[src/ssd_host_pkg.sv]
// constants shared by the ssd test command host controller
package ssd_host_pkg;
  localparam int DATA_W     = 32;
  localparam int OWN_AW     = 8;
  localparam int DEV_AW     = 16;
  localparam int SQE_WORDS  = 16;
  localparam int SQE_IDX_W  = 4;
  localparam int LBA_W      = 48;
  // device register map (byte addresses)
  localparam logic [15:0] DEV_USR_CMD    = 16'h0100;
  localparam logic [15:0] DEV_USR_STS    = 16'h0104;
  localparam logic [15:0] DEV_ERR_TYPE   = 16'h0108;
  localparam logic [15:0] DEV_LINK_STS   = 16'h010c;
  localparam logic [15:0] DEV_PATT_SEL   = 16'h0110;
  localparam logic [15:0] DEV_ADR_L      = 16'h0114;
  localparam logic [15:0] DEV_ADR_H      = 16'h0118;
  localparam logic [15:0] DEV_FIFO_SPACE = 16'h0124;
  localparam logic [15:0] DEV_SLOW_FLAG  = 16'h0128;
  localparam logic [15:0] DEV_CAP_L      = 16'h0130;
  localparam logic [15:0] DEV_CAP_H      = 16'h0134;
  localparam logic [15:0] DEV_CNT_L      = 16'h0148;
  localparam logic [15:0] DEV_CNT_H      = 16'h014c;
  localparam logic [15:0] DEV_SQE_BASE   = 16'h0200;
  // device status bits
  localparam int STS_BUSY   = 0;
  localparam int STS_ERR    = 1;
  localparam int STS_VERIFY = 2;
  localparam int LINK_UP    = 0;
  // command codes
  localparam logic [2:0] CMD_IDENTIFY = 3'h0;
  localparam logic [2:0] CMD_SHUTDOWN = 3'h1;
  localparam logic [2:0] CMD_WRITE    = 3'h2;
  localparam logic [2:0] CMD_READ     = 3'h3;
  localparam logic [2:0] CMD_SMART    = 3'h4;
  localparam logic [2:0] CMD_FLUSH    = 3'h6;
  // own register map (byte addresses)
  localparam logic [7:0] REG_CTRL     = 8'h00;
  localparam logic [7:0] REG_PATT     = 8'h04;
  localparam logic [7:0] REG_START_L  = 8'h08;
  localparam logic [7:0] REG_START_H  = 8'h0c;
  localparam logic [7:0] REG_LEN      = 8'h10;
  localparam logic [7:0] REG_POLY     = 8'h14;
  localparam logic [7:0] REG_STATUS   = 8'h18;
  localparam logic [7:0] REG_ERRTYPE  = 8'h1c;
  localparam logic [7:0] REG_LINK     = 8'h20;
  localparam logic [7:0] REG_CAP_L    = 8'h24;
  localparam logic [7:0] REG_CAP_H    = 8'h28;
  localparam logic [7:0] REG_CNT_L    = 8'h2c;
  localparam logic [7:0] REG_CNT_H    = 8'h30;
  localparam logic [7:0] REG_SQE_BASE = 8'h40;
  // own status bit positions
  localparam int ST_BIT_BUSY   = 0;
  localparam int ST_BIT_READY  = 1;
  localparam int ST_BIT_ERR    = 2;
  localparam int ST_BIT_VERIFY = 3;
  localparam int ST_BIT_SLOW   = 4;
  localparam int ST_BIT_DEAD   = 5;
  localparam int ST_BIT_REJECT = 6;
  // sectors in one 4 kbyte block, and alignment mask
  localparam logic [47:0] BLOCK_SECTORS = 48'h8;
  localparam logic [2:0]  ALIGN_MASK    = 3'h7;
  localparam logic [31:0] POLY_RESET    = 32'h80200003;
endpackage

[src/sqe_if.sv]
// carrier between controller and submission entry memory
`timescale 1ns/100ps
interface sqe_if;
  import ssd_host_pkg::*;
  logic                 wr_en;
  logic [SQE_IDX_W-1:0] wr_idx;
  logic [DATA_W-1:0]    wr_data;
  logic [SQE_IDX_W-1:0] rd_idx;
  logic [DATA_W-1:0]    rd_data;
  modport owner (output wr_en, wr_idx, wr_data, rd_idx, input rd_data);
  modport mem   (input wr_en, wr_idx, wr_data, rd_idx, output rd_data);
endinterface

[src/ssd_sqe_mem.sv]
// sixteen-word store for the custom submission entry
`timescale 1ns/100ps
module ssd_sqe_mem #(
  parameter int WORDS = 16
) (
  input  wire logic clk_sys_in, // system clock
  sqe_if.mem        port_in     // write and registered read port
);
  logic [31:0] mem_q [WORDS];

  always_ff @(posedge clk_sys_in) begin
    if (port_in.wr_en) begin
      mem_q[port_in.wr_idx] <= port_in.wr_data;
    end
  end

  always_ff @(posedge clk_sys_in) begin
    port_in.rd_data <= mem_q[port_in.rd_idx];
  end
endmodule

[src/ssd_cmd_host.sv]
// host controller driving the ssd test command register port over apb
// Functional notes
// - poll link status bit 0 until set
// - wait init busy clear, stop on error
// - start and length multiples of 8 sectors
// - program pattern select before write/read command code
// - push at most min(fifo space, remaining)
// - push addresses via low/high registers
// - sequential addresses advance one 4k block
// - random addresses by lfsr within capacity
// - after queuing wait busy clear, check errors
// - load sixteen entry words before smart/flush command
`timescale 1ns/100ps
module ssd_cmd_host (
  input  wire logic                      clk_sys_in,     // system clock
  input  wire logic                      rst_n_in,       // sync reset
  input  wire logic                      s_psel_in,      // own apb select
  input  wire logic                      s_penable_in,   // own apb enable
  input  wire logic                      s_pwrite_in,    // own apb direction
  input  wire logic [ssd_host_pkg::OWN_AW-1:0] s_paddr_in, // own apb address
  input  wire logic [31:0]               s_pwdata_in,    // own apb write data
  output logic      [31:0]               s_prdata_out,   // own apb read data
  output logic                           s_pready_out,   // own apb ready
  output logic                           s_pslverr_out,  // own apb error
  output logic                           m_psel_out,     // dev apb select
  output logic                           m_penable_out,  // dev apb enable
  output logic                           m_pwrite_out,   // dev apb direction
  output logic [ssd_host_pkg::DEV_AW-1:0] m_paddr_out,   // dev apb address
  output logic      [31:0]               m_pwdata_out,   // dev apb write data
  input  wire logic [31:0]               m_prdata_in,    // dev apb read data
  input  wire logic                      m_pready_in     // dev apb ready
);
  import ssd_host_pkg::*;

  typedef enum logic [4:0] {
    ST_LINK, ST_INIT, ST_IDLE, ST_SQE, ST_PATT, ST_CMD, ST_SPACE, ST_ADR_L,
    ST_ADR_H, ST_NEXT, ST_RWSTAT, ST_CNT_L, ST_CNT_H, ST_WAIT, ST_ERRT,
    ST_CAP_L, ST_CAP_H, ST_SLOW, ST_HALT
  } state_e;

  state_e               state_q;
  logic                 issued_q;
  logic                 done_q;
  logic [31:0]          rdata_q;
  logic                 req_valid;
  logic                 req_write;
  logic [DEV_AW-1:0]    req_addr;
  logic [31:0]          req_wdata;
  logic [2:0]           cmd_q;
  logic                 random_q;
  logic [31:0]          patt_q;
  logic [LBA_W-1:0]     start_q;
  logic [31:0]          len_q;
  logic [31:0]          poly_q;
  logic                 ready_q;
  logic                 err_q;
  logic                 verify_q;
  logic                 slow_q;
  logic                 dead_q;
  logic                 reject_q;
  logic [31:0]          err_type_q;
  logic [14:0]          link_q;
  logic [31:0]          cap_l_q;
  logic [31:0]          cap_h_q;
  logic [31:0]          cnt_l_q;
  logic [31:0]          cnt_h_q;
  logic [LBA_W-1:0]     adr_q;
  logic [31:0]          lfsr_q;
  logic [31:0]          remain_q;
  logic [31:0]          burst_q;
  logic [SQE_IDX_W-1:0] sqe_idx_q;
  logic [SQE_IDX_W-1:0] sqe_idx_d;
  logic                 s_wr;
  logic                 launch;
  logic                 is_rw;
  logic                 aligned;
  logic [31:0]          lfsr_step;
  logic [LBA_W-1:0]     lfsr_lba;
  logic [LBA_W-1:0]     cap_lba;
  logic [31:0]          space_ext;

  sqe_if sqe ();

  ssd_sqe_mem #(.WORDS(SQE_WORDS)) u_sqe_mem (
    .clk_sys_in (clk_sys_in),
    .port_in    (sqe)
  );

  // ==========
  // own register slave
  assign s_wr   = s_psel_in & s_penable_in & s_pwrite_in & s_pready_out;
  assign is_rw  = s_pwdata_in[2:1] == CMD_WRITE[2:1];
  assign launch = s_wr && (s_paddr_in == REG_CTRL) && (state_q == ST_IDLE) && !dead_q;
  assign aligned = ((start_q[2:0] | len_q[2:0]) & ALIGN_MASK) == 3'h0;

  assign sqe.wr_en   = s_wr && (s_paddr_in[7:6] == REG_SQE_BASE[7:6]);
  assign sqe.wr_idx  = s_paddr_in[5:2];
  assign sqe.wr_data = s_pwdata_in;
  assign sqe.rd_idx  = sqe_idx_d;

  always_ff @(posedge clk_sys_in) begin
    if (!rst_n_in) begin
      s_pready_out  <= 1'b0;
      s_pslverr_out <= 1'b0;
      s_prdata_out  <= 32'h0;
    end else begin
      s_pready_out  <= s_psel_in & ~s_penable_in;
      s_pslverr_out <= 1'b0;
      s_prdata_out  <= 32'h0;
      if (s_psel_in && !s_penable_in) begin
        case (s_paddr_in)
          REG_CTRL:    s_prdata_out <= {28'h0, random_q, cmd_q};
          REG_PATT:    s_prdata_out <= patt_q;
          REG_START_L: s_prdata_out <= start_q[31:0];
          REG_START_H: s_prdata_out <= {16'h0, start_q[47:32]};
          REG_LEN:     s_prdata_out <= len_q;
          REG_POLY:    s_prdata_out <= poly_q;
          REG_STATUS:  s_prdata_out <= {25'h0, reject_q, dead_q, slow_q, verify_q, err_q,
                                        ready_q, state_q != ST_IDLE};
          REG_ERRTYPE: s_prdata_out <= err_type_q;
          REG_LINK:    s_prdata_out <= {15'h0, link_q, 2'h0};
          REG_CAP_L:   s_prdata_out <= cap_l_q;
          REG_CAP_H:   s_prdata_out <= cap_h_q;
          REG_CNT_L:   s_prdata_out <= cnt_l_q;
          REG_CNT_H:   s_prdata_out <= cnt_h_q;
          default:     s_pslverr_out <= (s_paddr_in[7:6] != REG_SQE_BASE[7:6])
                                        || (s_paddr_in[1:0] != 2'h0);
        endcase
      end
    end
  end

  always_ff @(posedge clk_sys_in) begin
    if (!rst_n_in) begin
      cmd_q    <= CMD_IDENTIFY;
      random_q <= 1'b0;
      patt_q   <= 32'h0;
      start_q  <= '0;
      len_q    <= 32'h0;
      poly_q   <= POLY_RESET;
    end else if (s_wr && state_q == ST_IDLE) begin
      case (s_paddr_in)
        REG_CTRL: begin
          cmd_q    <= s_pwdata_in[2:0];
          random_q <= s_pwdata_in[3];
        end
        REG_PATT:    patt_q          <= s_pwdata_in;
        REG_START_L: start_q[31:0]   <= s_pwdata_in;
        REG_START_H: start_q[47:32]  <= s_pwdata_in[15:0];
        REG_LEN:     len_q           <= s_pwdata_in;
        REG_POLY:    poly_q          <= s_pwdata_in;
        default: begin
        end
      endcase
    end
  end

  // ==========
  // device access request decode
  always_comb begin
    req_valid = 1'b1;
    req_write = 1'b0;
    req_addr  = DEV_USR_STS;
    req_wdata = 32'h0;
    case (state_q)
      ST_LINK:  req_addr = DEV_LINK_STS;
      ST_SQE: begin
        req_write = 1'b1;
        req_addr  = DEV_SQE_BASE + {10'h0, sqe_idx_q, 2'h0};
        req_wdata = sqe.rd_data;
      end
      ST_PATT: begin
        req_write = 1'b1;
        req_addr  = DEV_PATT_SEL;
        req_wdata = patt_q;
      end
      ST_CMD: begin
        req_write = 1'b1;
        req_addr  = DEV_USR_CMD;
        req_wdata = {29'h0, cmd_q};
      end
      ST_SPACE: req_addr = DEV_FIFO_SPACE;
      ST_ADR_L: begin
        req_write = 1'b1;
        req_addr  = DEV_ADR_L;
        req_wdata = adr_q[31:0];
      end
      ST_ADR_H: begin
        req_write = 1'b1;
        req_addr  = DEV_ADR_H;
        req_wdata = {16'h0, adr_q[47:32]};
      end
      ST_CNT_L: req_addr = DEV_CNT_L;
      ST_CNT_H: req_addr = DEV_CNT_H;
      ST_ERRT:  req_addr = DEV_ERR_TYPE;
      ST_CAP_L: req_addr = DEV_CAP_L;
      ST_CAP_H: req_addr = DEV_CAP_H;
      ST_SLOW:  req_addr = DEV_SLOW_FLAG;
      ST_INIT, ST_WAIT, ST_RWSTAT: req_addr = DEV_USR_STS;
      default:  req_valid = 1'b0;
    endcase
  end

  // ==========
  // apb master engine
  always_ff @(posedge clk_sys_in) begin
    if (!rst_n_in) begin
      m_psel_out    <= 1'b0;
      m_penable_out <= 1'b0;
      m_pwrite_out  <= 1'b0;
      m_paddr_out   <= '0;
      m_pwdata_out  <= 32'h0;
      issued_q      <= 1'b0;
      done_q        <= 1'b0;
      rdata_q       <= 32'h0;
    end else begin
      done_q <= 1'b0;
      if (req_valid && !issued_q) begin
        m_psel_out   <= 1'b1;
        m_pwrite_out <= req_write;
        m_paddr_out  <= req_addr;
        m_pwdata_out <= req_wdata;
        issued_q     <= 1'b1;
      end else if (m_psel_out && !m_penable_out) begin
        m_penable_out <= 1'b1;
      end else if (m_psel_out && m_pready_in) begin
        m_psel_out    <= 1'b0;
        m_penable_out <= 1'b0;
        done_q        <= 1'b1;
        rdata_q       <= m_prdata_in;
      end else if (done_q) begin
        issued_q <= 1'b0;
      end
    end
  end

  // ==========
  // sequencer
  // lfsr step
  assign lfsr_step = lfsr_q[0] ? ((lfsr_q >> 1) ^ poly_q) : (lfsr_q >> 1);
  assign lfsr_lba  = {13'h0, lfsr_step, 3'h0};
  assign cap_lba   = {cap_h_q[15:0], cap_l_q};
  assign space_ext = {22'h0, rdata_q[9:0]};

  always_comb begin
    sqe_idx_d = sqe_idx_q;
    if (launch) begin
      sqe_idx_d = '0;
    end else if (state_q == ST_SQE && done_q) begin
      sqe_idx_d = sqe_idx_q + 4'h1;
    end
  end

  always_ff @(posedge clk_sys_in) begin
    if (!rst_n_in) begin
      sqe_idx_q <= '0;
    end else begin
      sqe_idx_q <= sqe_idx_d;
    end
  end

  always_ff @(posedge clk_sys_in) begin
    if (!rst_n_in) begin
      state_q <= ST_LINK;
    end else begin
      case (state_q)
        ST_LINK: if (done_q && rdata_q[LINK_UP]) state_q <= ST_INIT;
        ST_INIT: if (done_q) begin
          if (rdata_q[STS_ERR]) state_q <= ST_ERRT;
          else if (!rdata_q[STS_BUSY]) state_q <= ST_IDLE;
        end
        ST_IDLE: if (launch) begin
          if (is_rw && aligned) state_q <= ST_PATT;
          else if (is_rw) state_q <= ST_IDLE;
          else if (s_pwdata_in[2] && !s_pwdata_in[0])
            state_q <= ST_SQE;
          else state_q <= ST_CMD;
        end
        ST_SQE:  if (done_q && sqe_idx_q == 4'hf) state_q <= ST_CMD;
        ST_PATT: if (done_q) state_q <= ST_CMD;
        ST_CMD: if (done_q) begin
          if (cmd_q[2:1] == CMD_WRITE[2:1]) state_q <= ST_SPACE;
          else state_q <= ST_WAIT;
        end
        ST_SPACE: if (done_q) begin
          state_q <= (space_ext == 32'h0) ? ST_RWSTAT : ST_ADR_L;
        end
        ST_ADR_L: if (done_q) state_q <= ST_ADR_H;
        ST_ADR_H: if (done_q) state_q <= ST_NEXT;
        ST_NEXT: begin
          if (remain_q == 32'h0) state_q <= ST_RWSTAT;
          else if (!random_q || cap_lba == '0 || lfsr_lba <= cap_lba)
            state_q <= (burst_q == 32'h0) ? ST_RWSTAT : ST_ADR_L;
        end
        ST_RWSTAT: if (done_q) state_q <= rdata_q[STS_ERR] ? ST_ERRT : ST_CNT_L;
        ST_CNT_L: if (done_q) state_q <= ST_CNT_H;
        ST_CNT_H: if (done_q) state_q <= (remain_q == 32'h0) ? ST_WAIT : ST_SPACE;
        ST_WAIT: if (done_q) begin
          if (rdata_q[STS_ERR]) state_q <= ST_ERRT;
          else if (!rdata_q[STS_BUSY]) begin
            case (cmd_q)
              CMD_IDENTIFY: state_q <= ST_CAP_L;
              CMD_WRITE, CMD_READ: state_q <= ST_SLOW;
              CMD_SHUTDOWN: state_q <= ST_HALT;
              default: state_q <= ST_IDLE;
            endcase
          end
        end
        ST_ERRT:  if (done_q) state_q <= ST_HALT;
        ST_CAP_L: if (done_q) state_q <= ST_CAP_H;
        ST_CAP_H: if (done_q) state_q <= ST_IDLE;
        ST_SLOW:  if (done_q) state_q <= ST_IDLE;
        ST_HALT:  state_q <= ST_HALT;
        default:  state_q <= ST_HALT;
      endcase
    end
  end

  // address generation and burst accounting
  always_ff @(posedge clk_sys_in) begin
    if (!rst_n_in) begin
      adr_q    <= '0;
      lfsr_q   <= 32'h0;
      remain_q <= 32'h0;
      burst_q  <= 32'h0;
    end else begin
      if (launch) begin
        adr_q    <= start_q;
        lfsr_q   <= start_q[34:3];
        remain_q <= {3'h0, len_q[31:3]};
      end
      if (state_q == ST_SPACE && done_q) begin
        burst_q <= (space_ext < remain_q) ? space_ext : remain_q;
      end
      if (state_q == ST_ADR_H && done_q) begin
        remain_q <= remain_q - 32'h1;
        burst_q  <= burst_q - 32'h1;
      end
      if (state_q == ST_NEXT && remain_q != 32'h0) begin
        if (random_q) begin
          lfsr_q <= lfsr_step;
          adr_q  <= lfsr_lba;
        end else begin
          adr_q <= adr_q + BLOCK_SECTORS;
        end
      end
    end
  end

  // status flags and captured device values
  always_ff @(posedge clk_sys_in) begin
    if (!rst_n_in) begin
      ready_q    <= 1'b0;
      err_q      <= 1'b0;
      verify_q   <= 1'b0;
      slow_q     <= 1'b0;
      dead_q     <= 1'b0;
      reject_q   <= 1'b0;
      err_type_q <= 32'h0;
      link_q     <= '0;
      cap_l_q    <= 32'h0;
      cap_h_q    <= 32'h0;
      cnt_l_q    <= 32'h0;
      cnt_h_q    <= 32'h0;
    end else begin
      if (launch) begin
        err_q    <= 1'b0;
        verify_q <= 1'b0;
        slow_q   <= 1'b0;
        reject_q <= is_rw && !aligned;
      end
      if (state_q == ST_LINK && done_q && rdata_q[LINK_UP]) link_q <= rdata_q[16:2];
      if (state_q == ST_INIT && done_q && !rdata_q[STS_BUSY] && !rdata_q[STS_ERR])
        ready_q <= 1'b1;
      if ((state_q == ST_RWSTAT || state_q == ST_WAIT) && done_q && rdata_q[STS_VERIFY])
        verify_q <= 1'b1;
      if (state_q == ST_ERRT && done_q) begin
        err_q      <= 1'b1;
        err_type_q <= rdata_q;
        ready_q    <= 1'b0;
      end
      if (state_q == ST_CAP_L && done_q) cap_l_q <= rdata_q;
      if (state_q == ST_CAP_H && done_q) cap_h_q <= rdata_q;
      if (state_q == ST_CNT_L && done_q) cnt_l_q <= rdata_q;
      if (state_q == ST_CNT_H && done_q) cnt_h_q <= rdata_q;
      if (state_q == ST_SLOW && done_q) slow_q <= rdata_q[0];
      if (state_q == ST_WAIT && done_q && !rdata_q[STS_BUSY] && !rdata_q[STS_ERR]
          && cmd_q == CMD_SHUTDOWN) begin
        dead_q  <= 1'b1;
        ready_q <= 1'b0;
      end
    end
  end
endmodule

[config.mk]
export PLATFORM = sky130hd
export DESIGN_NAME = ssd_cmd_host
export DESIGN_NICKNAME = d
export VERILOG_FILES = /design/src/ssd_host_pkg.sv /design/src/sqe_if.sv /design/src/ssd_sqe_mem.sv /design/src/ssd_cmd_host.sv
export SDC_FILE = /design/constraint.sdc
export NUM_CORES = 2
export LEC_CHECK = 0
export ABC_AREA = 1
export BUFFER_PORTS_ARGS = -buffer_cell sky130_fd_sc_hd__buf_2
export CAP_MARGIN = 20
export CORE_ASPECT_RATIO = 1.5
export CORE_UTILIZATION = 40
export DETAILED_ROUTE_END_ITERATION = 10
export GPL_TIMING_DRIVEN = 1
export HOLD_SLACK_MARGIN = 0.05
export PLACE_DENSITY = 0.57
export SKIP_CTS_REPAIR_TIMING = 1
export SLEW_MARGIN = 5
export SYNTH_ARGS = -nofsm -noshare
export SYNTH_HDL_FRONTEND = slang
export SYNTH_SLANG_ARGS = --single-unit
[constraint.sdc]
create_clock -name clk_sys_in -period 4.6 [get_ports clk_sys_in]
set_input_delay 0.23 -clock clk_sys_in [delete_from_list [all_inputs] [get_ports clk_sys_in]]
set_output_delay 0.23 -clock clk_sys_in [all_outputs]
set_load 0.05 [all_outputs]
==> out/metrics.yaml <==
crit_arrival_ps: 4100
synth.distinct_cells: 57
nets: 6168
final-hold-violation-count: 0
cts_made_buffers: 111
critPathRequiredTime_ps: 5010
cts_tree: "yes"
clock.fmax_mhz: 271
core-area_sq_mm: 0.124
multi_input_area_sq_mm: 0.0192
ff_latch_area_sq_mm: 0.0279
combPwrFrac_pct: 8.4
critical_path_class: "reg -> reg"
largest_reg_flops: 512
maxCapViolCount: 0
die_y_microns: 436
period_share_pct: 80.2
io_buffers: 153
ys_seq_elements: 1136
clock_sinks: 1136
die-area_sq_mm: 0.127
synth_top_area_share_pct: 30.6
first_iter_violations: 4435
core.rowCount: 158
track_usage_pct: 27.3
critPathCaptureType: "register"
syn_inst: 5930
critPathLaunchType: "register"
clock_skew_ps: 31.7
peakVddDrop_mv: 0.290
period_needed_ps: 3690
synth_area_leaders: "edfxtp_1 (31%), dfxtp_1 (25%), nand2_1 (12%)"
status: "completed"
synth_area_per_cell_sq_um: 8.47
internal_power_uw: 16200
yosysWarnings: 0
cp_top_family: "simple AND/OR/NAND/NOR gates"
vias: 42800
synthArstFlopShare_pct: 0
syn_to_final_growth_pct: 13.6
synth-edff-count: 512
power.leakage_uw: 0.0223
clock_latency_ps: 750
reg_top3: "u_sqe_mem.mem_q (512), adr_q (48), start_q (48)"
via_per_inst: 5.53
ant_nets: 0
power_density_mw_per_mm2: 382
post_dp_cell_area_sq_mm: 0.0527
final_common_cell: "nand2_1"
synth_flop_cell: "dfxtp_1"
grt_pass1_vias: 40100
worst_path_largest_cell_delay_ps: 840
cts_root_buf: "clkbuf_16"
ys_seq_area_share_pct: 55.5
die_width_microns: 291
start_util_pct: 40.5
drc: 0
relSlewSlack_pct: 33.6
hp-class: "in -> reg"
antenna_found_initial: 4
crit_buf_inv: 3
first_pass_iters: 6
cpMostUsedCell: "inv_1"
seqPwrFrac_pct: 49.1
cts_buffer_depth: 3
crit_path_top_delay_cell: "nor2_4"
crit_chain: "nand4_1, inv_1, nand2_1, inv_1, nand3_1, nor2_4, buf_4"
clockPowerShare_pct: 42.5
yosys.area.top_type: "edfxtp_1"
clk_pin_slew_worst_paths_ps: 60
switching_power_uw: 5570
post_drt_wl_per_cell_microns: 22.9
syn_area_sq_mm: 0.0502
routabilityCongestion: 1.01
p_sw_share_pct: 25.6
fillers: 12200
timing.setup.tns_ps: 0
h-tree-depth: 3
hpwl_mm: 120
crit_fanout: 16
grt_max_degree: 173
drt_wl_total_mm: 177
setup_viol: 0
postLayoutCellArea_sq_mm: 0.0571
top_register: "u_sqe_mem.mem_q"
layout_common_cells: "nand2_1 (1593), dfxtp_1 (624), edfxtp_1 (512), inv_1 (510), a21oi_1 (495)"
drive_gt1_share_pct: 8.39
grt_pass1_wl_mm: 261
max_slew.worst_pin.slew_ps: 995
slew_violations: 0
io_pins: 163
grt-ovfl-total: 0
rsz0062_at_grt: "no"
Yosys cell counts, drive strengths merged (4+ instances only):
| cell | instances |
|---|---|
| clkbuf | 191 |
| a22o | 7 |
| nand3 | 376 |
| a21oi | 496 |
| ha | 47 |
| buf | 143 |
| o2111ai | 8 |
| nand2 | 1600 |
| edfxtp | 512 |
| inv | 531 |
| a221oi | 49 |
| a41oi | 7 |
| a31oi | 64 |
| o22ai | 37 |
| nor4 | 8 |
| nor3 | 61 |
| o21ai | 490 |
| a22oi | 15 |
| o221ai | 16 |
| nand4 | 45 |
| xor2 | 40 |
| xnor2 | 26 |
| o211ai | 88 |
| o31ai | 4 |
| nor2 | 360 |
| clkinv | 5 |
| dfxtp | 624 |
| or2 | 14 |
| a211oi | 41 |
| a32o | 4 |
final cells by class:
| type | instances | area share (%) |
|---|---|---|
| flip-flops and latches | 1136 | 48.8 |
| multi-input cells | 3932 | 33.6 |
| clock buffers | 148 | 5.41 |
| repair buffers | 326 | 4.16 |
| inverters | 536 | 3.55 |
| well taps | 1600 | 3.51 |
| clock inverters | 58 | 0.990 |
| diodes | 4 | 0.0175 |
worst paths after layout:
| kind | start | end | slack (ps) | cells after the start |
|---|---|---|---|---|
| setup / recovery | s_pready_out$_SDFF_PN0_ | u_sqe_mem.mem_q[8][24]$_DFFE_PP_ | 910 | 7 |
| hold / removal | s_psel_in | cmd_q[0]$_SDFFE_PN0P_ | 200 | 5 |
| setup reg to reg | s_pready_out$_SDFF_PN0_ | u_sqe_mem.mem_q[8][24]$_DFFE_PP_ | 910 | 7 |
| hold reg to reg | m_pwdata_out[3]$_SDFFE_PN0P_ | m_pwdata_out[3]$_SDFFE_PN0P_ | 460 | 2 |
routing by layer:
layer,up-vias,part of all wire (%),track usage (%)
met2,1641,49,46.4
met1,20500,40,33.8
met3,373,6.2,3.39
met5,-,0.0051,0
met4,2,5.1,14.2
li1,20300,-,-
power by group through the flow:
stage | logic (uW) | registers [uW] | clock network [uW]
floorplan | 969 | 11000 | 0
CTS | 1790 | 10700 | 9410
finish | 1820 | 10700 | 9260
detailed placement | 1780 | 10900 | 0
global route | 1980 | 10700 | 9790
global placement | 1780 | 10900 | 0
worst register-to-register path, cell delays in order (launching register included):
cell and delay (ps):
dfxtp_1 330, nand4_1 340, inv_1 230, nand2_1 290, inv_1 360, nand3_1 590
nor2_4 840, buf_4 390
per-stage QoR:
step	hold slack (ps)	util [%]	setup slack, ps	instances	total power, uW
floorplan	329	-	812	5938	12000
global placement	442	42.5	1060	7459	12700
detailed placement	445	42.5	1080	7459	12700
CTS	-343	45.4	1070	7665	21900
global route	185	46.0	870	7738	22500
finish	199	46.0	912	7740	21800
logic make-up after synthesis:
family | count (synthesis) | synth area share, %
AND/OR/NAND/NOR | 2471 | 20.2
buffers and inverters | 870 | 6.91
other | 1 | 0.00746
flip-flops | 1136 | 55.5
adder cells (fa/ha/maj) | 47 | 1.17
XOR/XNOR | 66 | 1.15
AO/OA/AOI/OAI | 1339 | 15.1
Note: power is estimated with default switching activity, not from simulation.
